$ cat src/logic/nbi_pkg.sv
// Shared constants and state types for the network bus interface.
// Assumes one clock domain and the shared bus split into in, out and enable.
package nbi_pkg;

    // ------------------------------------------------------------------
    // Widths and field positions
    // ------------------------------------------------------------------
    localparam int unsigned AD_W = 16;
    localparam int unsigned BYTE_W = 8;
    localparam int unsigned SEL_W = 4;
    localparam int unsigned HI_LSB = 8;
    localparam int unsigned HI_MSB = 15;
    localparam int unsigned LO_MSB = 7;

    // ------------------------------------------------------------------
    // Reset values
    // ------------------------------------------------------------------
    localparam logic [15:0] AD_RST = 16'h0000;
    localparam logic [7:0] BYTE_RST = 8'h00;
    localparam logic [3:0] SEL_RST = 4'h0;

    // ------------------------------------------------------------------
    // State types
    // ------------------------------------------------------------------
    typedef enum logic [2:0] {
        NBI_M_IDLE = 3'b000,
        NBI_M_T1 = 3'b001,
        NBI_M_T2 = 3'b010,
        NBI_M_T3 = 3'b011,
        NBI_M_TW = 3'b100,
        NBI_M_T4 = 3'b101
    } nbi_mst_e;

    typedef enum logic [1:0] {
        NBI_S_IDLE = 2'b00,
        NBI_S_SYNC = 2'b01,
        NBI_S_ACK = 2'b10
    } nbi_slv_e;

endpackage : nbi_pkg

$ cat src/logic/nbi_bus_interface.sv
// Shared address/data bus interface: slave register port and DMA master.
// Assumes synchronous pins; the pad ring builds each wire from the enables.
`timescale 1ns/1ps

module nbi_bus_interface (
    // Clock and reset.
    input wire logic i_sys_clk,
    input wire logic i_rstn,
    // Shared address/data bus, enables active low.
    input wire logic [15:0] i_shared_addr_data_bus,
    output logic [15:0] o_shared_addr_data_bus,
    output logic o_bus_lo_oe_n,
    output logic o_bus_hi_oe_n,
    // Low address strobe, two-way.
    input wire logic i_low_address_strobe,
    output logic o_low_address_strobe,
    output logic o_low_address_strobe_oe_n,
    // Slave port pins.
    input wire logic i_slave_sel_n,
    input wire logic i_slave_read_strobe_n,
    input wire logic i_slave_write_strobe_n,
    input wire logic [3:0] i_register_select,
    output logic o_ack_n,
    // Master port pins.
    input wire logic i_bus_grant,
    input wire logic i_ready,
    output logic o_master_write_strobe_n,
    output logic o_master_read_strobe_n,
    output logic o_master_strobe_oe_n,
    // Register file side.
    input wire logic [7:0] i_reg_rdata,
    output logic o_reg_rd,
    output logic o_reg_wr,
    output logic [3:0] o_reg_sel,
    output logic [7:0] o_reg_wdata,
    // DMA request side.
    input wire logic i_dma_req,
    input wire logic i_dma_write,
    input wire logic i_byte_mode,
    input wire logic [15:0] i_dma_addr,
    input wire logic [15:0] i_dma_wdata,
    output logic o_dma_done,
    output logic [15:0] o_dma_rdata
);

    // ------------------------------------------------------------------
    // State and command registers
    // ------------------------------------------------------------------
    nbi_pkg::nbi_mst_e mst_q, mst_d;
    nbi_pkg::nbi_slv_e slv_q, slv_d;
    logic dir_wr_q;
    logic byte_q;
    logic slv_wr_q;
    logic [15:0] addr_q;
    logic [15:0] wdata_q;
    logic slv_acc;
    logic mst_start;
    logic mst_data_d;

    // A slave access needs chip select, a strobe and an idle master.
    assign slv_acc = !i_slave_sel_n && mst_q == nbi_pkg::NBI_M_IDLE
        && (!i_slave_read_strobe_n || !i_slave_write_strobe_n);
    // A cycle starts only once granted and no slave access is pending.
    assign mst_start = i_bus_grant && i_dma_req && !slv_acc
        && slv_q == nbi_pkg::NBI_S_IDLE;
    assign mst_data_d = mst_d == nbi_pkg::NBI_M_T2
        || mst_d == nbi_pkg::NBI_M_T3 || mst_d == nbi_pkg::NBI_M_TW;

    // ------------------------------------------------------------------
    // Master cycle sequencing
    // ------------------------------------------------------------------

    // Next master state; ready is looked at only in the third state and the wait state.
    always_comb begin
        mst_d = mst_q;
        case (mst_q)
            nbi_pkg::NBI_M_IDLE: begin
                if (mst_start) begin
                    mst_d = nbi_pkg::NBI_M_T1;
                end
            end
            nbi_pkg::NBI_M_T1: mst_d = nbi_pkg::NBI_M_T2;
            nbi_pkg::NBI_M_T2: mst_d = nbi_pkg::NBI_M_T3;
            nbi_pkg::NBI_M_T3: begin
                mst_d = i_ready ? nbi_pkg::NBI_M_TW
                                : nbi_pkg::NBI_M_T4;
            end
            nbi_pkg::NBI_M_TW: begin
                if (!i_ready) begin
                    mst_d = nbi_pkg::NBI_M_T4;
                end
            end
            nbi_pkg::NBI_M_T4: mst_d = nbi_pkg::NBI_M_IDLE;
            default: mst_d = nbi_pkg::NBI_M_IDLE;
        endcase
    end

    // Master state register.
    always_ff @(posedge i_sys_clk or negedge i_rstn) begin
        if (!i_rstn) begin
            mst_q <= nbi_pkg::NBI_M_IDLE;
        end else begin
            mst_q <= mst_d;
        end
    end

    // The command is frozen at the start so the user may change it freely.
    always_ff @(posedge i_sys_clk or negedge i_rstn) begin
        if (!i_rstn) begin
            dir_wr_q <= 1'b0;
            byte_q <= 1'b0;
            addr_q <= nbi_pkg::AD_RST;
            wdata_q <= nbi_pkg::AD_RST;
        end else if (mst_q == nbi_pkg::NBI_M_IDLE && mst_start) begin
            dir_wr_q <= i_dma_write;
            byte_q <= i_byte_mode;
            addr_q <= i_dma_addr;
            wdata_q <= i_dma_wdata;
        end
    end

    // Strobes float until grant; only one of them ever goes low.
    always_ff @(posedge i_sys_clk or negedge i_rstn) begin
        if (!i_rstn) begin
            o_master_write_strobe_n <= 1'b1;
            o_master_read_strobe_n <= 1'b1;
            o_master_strobe_oe_n <= 1'b1;
        end else begin
            o_master_strobe_oe_n <= !(i_bus_grant
                || mst_d != nbi_pkg::NBI_M_IDLE);
            o_master_write_strobe_n <= !(mst_data_d && dir_wr_q);
            o_master_read_strobe_n <= !(mst_data_d && !dir_wr_q);
        end
    end

    // Address strobe pulses high in the first state for external latches.
    always_ff @(posedge i_sys_clk or negedge i_rstn) begin
        if (!i_rstn) begin
            o_low_address_strobe <= 1'b0;
            o_low_address_strobe_oe_n <= 1'b1;
        end else begin
            o_low_address_strobe <= mst_d == nbi_pkg::NBI_M_T1;
            o_low_address_strobe_oe_n <= mst_d == nbi_pkg::NBI_M_IDLE;
        end
    end

    // Read data is taken on the edge where the read strobe rises.
    always_ff @(posedge i_sys_clk or negedge i_rstn) begin
        if (!i_rstn) begin
            o_dma_rdata <= nbi_pkg::AD_RST;
            o_dma_done <= 1'b0;
        end else begin
            o_dma_done <= mst_q == nbi_pkg::NBI_M_T4;
            if (mst_d == nbi_pkg::NBI_M_T4 && mst_q != nbi_pkg::NBI_M_T4
                && !dir_wr_q) begin
                o_dma_rdata <= i_shared_addr_data_bus;
            end
        end
    end

    // ------------------------------------------------------------------
    // Slave register access
    // ------------------------------------------------------------------

    // One sync state before acknowledge; the host waits until then.
    always_comb begin
        slv_d = slv_q;
        case (slv_q)
            nbi_pkg::NBI_S_IDLE: begin
                if (slv_acc) begin
                    slv_d = nbi_pkg::NBI_S_SYNC;
                end
            end
            nbi_pkg::NBI_S_SYNC: begin
                slv_d = slv_acc ? nbi_pkg::NBI_S_ACK
                                : nbi_pkg::NBI_S_IDLE;
            end
            nbi_pkg::NBI_S_ACK: begin
                if (!slv_acc) begin
                    slv_d = nbi_pkg::NBI_S_IDLE;
                end
            end
            default: slv_d = nbi_pkg::NBI_S_IDLE;
        endcase
    end

    // Slave state and the direction chosen by the host's strobe.
    always_ff @(posedge i_sys_clk or negedge i_rstn) begin
        if (!i_rstn) begin
            slv_q <= nbi_pkg::NBI_S_IDLE;
            slv_wr_q <= 1'b0;
        end else begin
            slv_q <= slv_d;
            if (slv_q == nbi_pkg::NBI_S_IDLE && slv_acc) begin
                slv_wr_q <= !i_slave_write_strobe_n;
            end
        end
    end

    // One pulse per access towards the register file; a read pulses before acknowledge, a write with it.
    always_ff @(posedge i_sys_clk or negedge i_rstn) begin
        if (!i_rstn) begin
            o_reg_rd <= 1'b0;
            o_reg_wr <= 1'b0;
            o_reg_wdata <= nbi_pkg::BYTE_RST;
            o_ack_n <= 1'b1;
        end else begin
            o_reg_rd <= slv_q == nbi_pkg::NBI_S_IDLE && slv_acc
                && !i_slave_read_strobe_n;
            o_reg_wr <= slv_q == nbi_pkg::NBI_S_SYNC && slv_acc
                && slv_wr_q;
            if (slv_q == nbi_pkg::NBI_S_SYNC && slv_wr_q) begin
                o_reg_wdata <= i_shared_addr_data_bus[nbi_pkg::LO_MSB:0];
            end
            o_ack_n <= slv_d != nbi_pkg::NBI_S_ACK;
        end
    end

    // Register select latch; it only listens in slave mode.
    nbi_sel_latch u_sel_latch (
        .i_sys_clk(i_sys_clk),
        .i_rstn(i_rstn),
        .i_en(!i_slave_sel_n && mst_q == nbi_pkg::NBI_M_IDLE),
        .i_strobe(i_low_address_strobe),
        .i_sel(i_register_select),
        .o_sel_q(o_reg_sel)
    );

    // ------------------------------------------------------------------
    // Shared bus drive
    // ------------------------------------------------------------------

    // Drive follows the next state so pins change on the state edge.
    // The upper byte never drives in slave mode, which keeps it off
    // the host's data path.
    always_ff @(posedge i_sys_clk or negedge i_rstn) begin
        if (!i_rstn) begin
            o_shared_addr_data_bus <= nbi_pkg::AD_RST;
            o_bus_lo_oe_n <= 1'b1;
            o_bus_hi_oe_n <= 1'b1;
        end else if (mst_d == nbi_pkg::NBI_M_T1) begin
            // The address register loads on this same edge, so the pins
            // take the request input that it is loading from.
            o_shared_addr_data_bus <= i_dma_addr;
            o_bus_lo_oe_n <= 1'b0;
            o_bus_hi_oe_n <= 1'b0;
        end else if (mst_data_d || mst_d == nbi_pkg::NBI_M_T4) begin
            // Write data stays until the fourth state ends.
            o_bus_lo_oe_n <= !dir_wr_q;
            o_shared_addr_data_bus[nbi_pkg::LO_MSB:0] <=
                wdata_q[nbi_pkg::LO_MSB:0];
            if (byte_q) begin
                o_shared_addr_data_bus[nbi_pkg::HI_MSB:nbi_pkg::HI_LSB] <=
                    addr_q[nbi_pkg::HI_MSB:nbi_pkg::HI_LSB];
                o_bus_hi_oe_n <= 1'b0;
            end else begin
                o_shared_addr_data_bus[nbi_pkg::HI_MSB:nbi_pkg::HI_LSB] <=
                    wdata_q[nbi_pkg::HI_MSB:nbi_pkg::HI_LSB];
                o_bus_hi_oe_n <= !dir_wr_q;
            end
        end else if (slv_q == nbi_pkg::NBI_S_SYNC && !slv_wr_q
            && slv_acc) begin
            o_shared_addr_data_bus[nbi_pkg::LO_MSB:0] <= i_reg_rdata;
            o_bus_lo_oe_n <= 1'b0;
            o_bus_hi_oe_n <= 1'b1;
        end else if (slv_d != nbi_pkg::NBI_S_ACK || slv_wr_q) begin
            o_bus_lo_oe_n <= 1'b1;
            o_bus_hi_oe_n <= 1'b1;
        end
    end
endmodule : nbi_bus_interface

$ cat src/logic/nbi_sel_latch.sv
// Register select latch for slave accesses.
// Assumes the strobe and select inputs are synchronous to the clock.
`timescale 1ns/1ps
module nbi_sel_latch (
    // Clock and reset.
    input wire logic i_sys_clk,
    input wire logic i_rstn,
    // Latch control and data.
    input wire logic i_en,
    input wire logic i_strobe,
    input wire logic [3:0] i_sel,
    output logic [3:0] o_sel_q
);

    logic strobe_q;

    // Remember the strobe so a falling edge can be seen.
    always_ff @(posedge i_sys_clk or negedge i_rstn) begin
        if (!i_rstn) begin
            strobe_q <= 1'b0;
        end else begin
            strobe_q <= i_strobe;
        end
    end

    // Follow the inputs while the strobe is high and on the clock that sees its fall, then freeze.
    always_ff @(posedge i_sys_clk or negedge i_rstn) begin
        if (!i_rstn) begin
            o_sel_q <= nbi_pkg::SEL_RST;
        end else if (i_en && (i_strobe || strobe_q)) begin
            o_sel_q <= i_sel;
        end
    end
endmodule : nbi_sel_latch

$ cat config.mk
export PLATFORM = sky130hd
export DESIGN_NAME = nbi_bus_interface
export DESIGN_NICKNAME = d
export VERILOG_FILES = /design/src/logic/nbi_pkg.sv /design/src/logic/nbi_bus_interface.sv /design/src/logic/nbi_sel_latch.sv
export SDC_FILE = /design/constraint.sdc
export NUM_CORES = 1
export LEC_CHECK = 0
export ABC_CLOCK_PERIOD_IN_PS = 2000
export BUFFER_PORTS_ARGS = -buffer_cell sky130_fd_sc_hd__buf_2
export CAP_MARGIN = 30
export CORE_MARGIN = 1.5
export CORE_UTILIZATION = 45
export CTS_CLUSTER_SIZE = 28
export DETAILED_ROUTE_END_ITERATION = 10
export PLACE_DENSITY = 0.76
export SETUP_SLACK_MARGIN = 0.02
export SYNTH_ARGS = -nofsm -noshare
export SYNTH_HDL_FRONTEND = slang
export SYNTH_SLANG_ARGS = --single-unit
$ cat constraint.sdc
create_clock -name i_sys_clk -period 2 [get_ports i_sys_clk]
set_input_delay 0.4 -clock i_sys_clk [delete_from_list [all_inputs] [get_ports i_sys_clk]]
set_output_delay 0.4 -clock i_sys_clk [all_outputs]
set_load 0.05 [all_outputs]
==> flow_metrics.env <==
export IMPL_status="finished clean"
export IMPL_track_usage_pct=20.3
export IMPL_grt_overflow=0
export IMPL_final_net_count=516
export IMPL_dr_pass1_iters=6
export IMPL_slew_viol_final=0
export IMPL_dr_first_iter_drc_count=105
export IMPL_cap_viol_max_count=0
export IMPL_post_cts_buffers=0
export IMPL_cts_clk_slew_worst_paths_ns=0.09
export IMPL_cpPeakStageDelay_ns=0.62
export IMPL_io_buffers=125
export IMPL_cts_max_level=3
export IMPL_synthXorXnorAreaFrac_pct=0.239
export IMPL_crit_required_ns=2.27
export IMPL_synth_compound_area_share_pct=11.4
export IMPL_critPathLaunchType="flop"
export IMPL_place_inst=536
export IMPL_routed_wl_um=8030
export IMPL_r2r_start="mst_q[0]$_DFF_PN0_"
export IMPL_synth_mux_area_share_pct=11.1
export IMPL_final_antenna_net_count=0
export IMPL_setup_tns_ns=0
export IMPL_slowest_stage="or4b_4"
export IMPL_io_pins=126
export IMPL_clock_sinks=88
export IMPL_fin_cells=552
export IMPL_core_mm2=0.00781
export IMPL_power_mw=8.68
export IMPL_vias=2729
export IMPL_layout_min_cycle_time_ns=1.87
export IMPL_critPathCaptureType="flop"
export IMPL_fin_hold_ws_ns=0.0177
export IMPL_dieWidth_um=93.2
export IMPL_fin_util_pct=59.3
export IMPL_synth_top_area_share_pct=55.4
export IMPL_hpwl_um=5940
export IMPL_r2r_slack_ns=0.13
export IMPL_postSynthAreaPerCell_um2=11.7
export IMPL_gp_congestion=0.815
export IMPL_synth_top_family_by_area="simple AND/OR/NAND/NOR gates"
export IMPL_clock_latency_ns=0.34
export IMPL_hold_path_class="in -> async"
export IMPL_grt_max_degree=40
export IMPL_cts_buffers=9
export IMPL_synth_cell_type_count=37
export IMPL_rr_worst_depth=4
export IMPL_path_cells="or3_4 -> or4b_4 -> o21ai_4 -> a2bb2oi_2"
export IMPL_ys_warn_count=0
export IMPL_die_y_um=93.2
export IMPL_grt_pass1_vias=2833
export IMPL_grt_pass1_wl_um=13600
export IMPL_drive_above_1_share_pct=45.1
export IMPL_cts_buffer_depth=2
export IMPL_finClkSkew_ns=0.00709
export IMPL_die_area_mm2=0.00869
export IMPL_cts_root_buf="clkbuf_8"
export IMPL_fp_row_count=32
export IMPL_cts_tree="built"
export IMPL_synth_sequential_area_ratio_pct=60.4
export IMPL_syn_to_final_growth_pct=26.5
export IMPL_synth_fa_ha_area_share_pct=0
export IMPL_antenna_found_initial=0
export IMPL_relSlewSlack_pct=65.4
export IMPL_peakVddDrop_uv=645
export IMPL_avgRoutedWirePerCell_um=14.5
export IMPL_crit_type="reg -> reg"
export IMPL_netlist_instances=313
export IMPL_rsz0062_at_grt="no"
export IMPL_hold_violations=0
export IMPL_arrival_ns=2.14
export IMPL_powerDensity_mw_per_mm2=1870
export IMPL_final_setup_viol_count=0
export IMPL_hold_buffers=0
export IMPL_period_share_pct=93.7
export IMPL_antenna_cells=0
export IMPL_max_freq_ghz=0.534
export IMPL_synth_area_leaders="dfrtp_1, mux2_2, nand2_1"
export IMPL_path_max_fanout=9
export IMPL_syn_nets=384
export IMPL_start_util_pct=46.9
export IMPL_r2r_end="o_shared_addr_data_bus[5]$_DFFE_PN0P_"
export IMPL_cts_resized=0
export IMPL_synthSimpleGateAreaFrac_pct=13.1
export IMPL_static_leakage_power_nw=2.36
export IMPL_routed_via_density=4.94
export IMPL_drc=0
export IMPL_synth_seq_cells=88
export IMPL_yosysTopAreaCell="dfrtp_1"
export IMPL_syn_cell_area_mm2=0.00366
export IMPL_worstMarginPinSlew_ns=0.519
==> synthesized netlist by cell type <==
cell type,n
nor4_1,1
a221o_1,1
or2_2,1
buf_6,3
buf_1,2
o21ai_0,5
dfrtp_1,81
a21oi_1,4
a2bb2oi_2,8
nor3b_1,1
a21o_1,2
or3_4,1
buf_2,3
and2_1,1
nand2b_1,3
o21a_1,2
inv_1,11
o22ai_1,9
nand2_1,82
or3_1,3
dfstp_2,7
o21ba_2,1
a22oi_1,8
clkbuf_1,9
nor2b_1,1
mux2i_1,9
buf_4,1
a211o_1,1
nor3_1,3
nand4bb_1,1
o21ai_4,1
nor3_4,1
o221ai_1,7
xnor2_1,1
nor2_1,9
mux2_2,28
or4b_4,1
==> area by class of cell <==
cell class                      instances  area [µm²]
Clock buffer                           11         141
Sequential cell                        88        2210
Fill cell                             692        3180
Tap cell                              102         128
Multi-Input combinational cell        196        1310
Inverter                               11        41.3
Clock inverter                          5        41.3
Timing Repair Buffer                  139         758
==> worst max-delay path by stage <==
stage                                              to  cells past startpoint              startpoint  slack [ns]
6_report        o_shared_addr_data_bus[5]$_DFFE_PN0P_                      4      mst_q[0]$_DFF_PN0_        0.13
5_1_grt         o_shared_addr_data_bus[5]$_DFFE_PN0P_                      4      mst_q[0]$_DFF_PN0_        0.05
4_1_cts         o_shared_addr_data_bus[5]$_DFFE_PN0P_                      4      mst_q[0]$_DFF_PN0_        0.12
3_5_place_dp   o_shared_addr_data_bus[14]$_DFFE_PN0P_                      6  i_slave_write_strobe_n        0.13
3_3_place_gp    o_shared_addr_data_bus[5]$_DFFE_PN0P_                      4      mst_q[0]$_DFF_PN0_        0.19
2_1_floorplan   o_shared_addr_data_bus[0]$_DFFE_PN0P_                      7      mst_q[0]$_DFF_PN0_        0.03
==> flip-flops by register name, indices dropped and copies added, names as in the netlist, 2 cells and up <==
signal,count
o_dma_rdata,16
o_shared_addr_data_bus,16
wdata_q,16
addr_q,8
o_reg_wdata,8
u_sel_latch.o_sel_q,4
mst_q,3
slv_q,2
==> stage by stage <==
step / setup slack (ns) / area [µm²]
after floorplan: 0.0265 / 3660
after global placement: 0.191 / 4450
after detailed placement: 0.132 / 4450
after CTS: 0.123 / 4630
after global routing: 0.0504 / 4630
final: 0.126 / 4630
==> where the power goes <==
part / total (mW) / internal (mW) / switching (mW)
clock: 1.13 / 0.495 / 0.630
combinational: 4.49 / 1.47 / 3.02
sequential: 3.06 / 2.62 / 0.440
==> worst max-delay path: cells and delay by family, from the launching register on <==
kind / cells / cell delay [ns]
AND/OR/NAND/NOR: 2 / 1.06
AO/OA/AOI/OAI: 2 / 0.35
flip-flops: 1 / 0.38
==> logic make-up after synthesis <==
| kind of cell | count (synthesis) |
|---|---|
| compound gates | 49 |
| buf+inv | 29 |
| flops | 88 |
| simple gates | 109 |
| xor+xnor | 1 |
| mux | 37 |
==> cell usage in the layout (no fill, tap or decap), drive strengths merged <==
master,count
nor3,4
o221ai,7
o21a,2
nand2b,3
nand2,82
o21ba,1
mux2,28
o21ai,6
xnor2,1
nor3b,1
a221o,1
dfrtp,81
a21oi,4
or3,4
clkbuf,11
a211o,1
clkinvlp,2
nor4,1
o22ai,9
or4b,1
buf,139
a2bb2oi,8
a22oi,8
and2,1
nand4bb,1
nor2b,1
inv,12
a21o,2
or2,1
mux2i,9
nor2,9
clkinv,2
dfstp,7
==> layer usage <==
metal	GRT usage (%)	share of wire, %	vias to the layer above
met5	0	0	-
met2	32.4	49	73
met4	7.70	1.3	0
met1	26.6	46	1316
li1	-	-	1334
met3	5.28	4.1	6
Power figures use the tool's default switching activity.
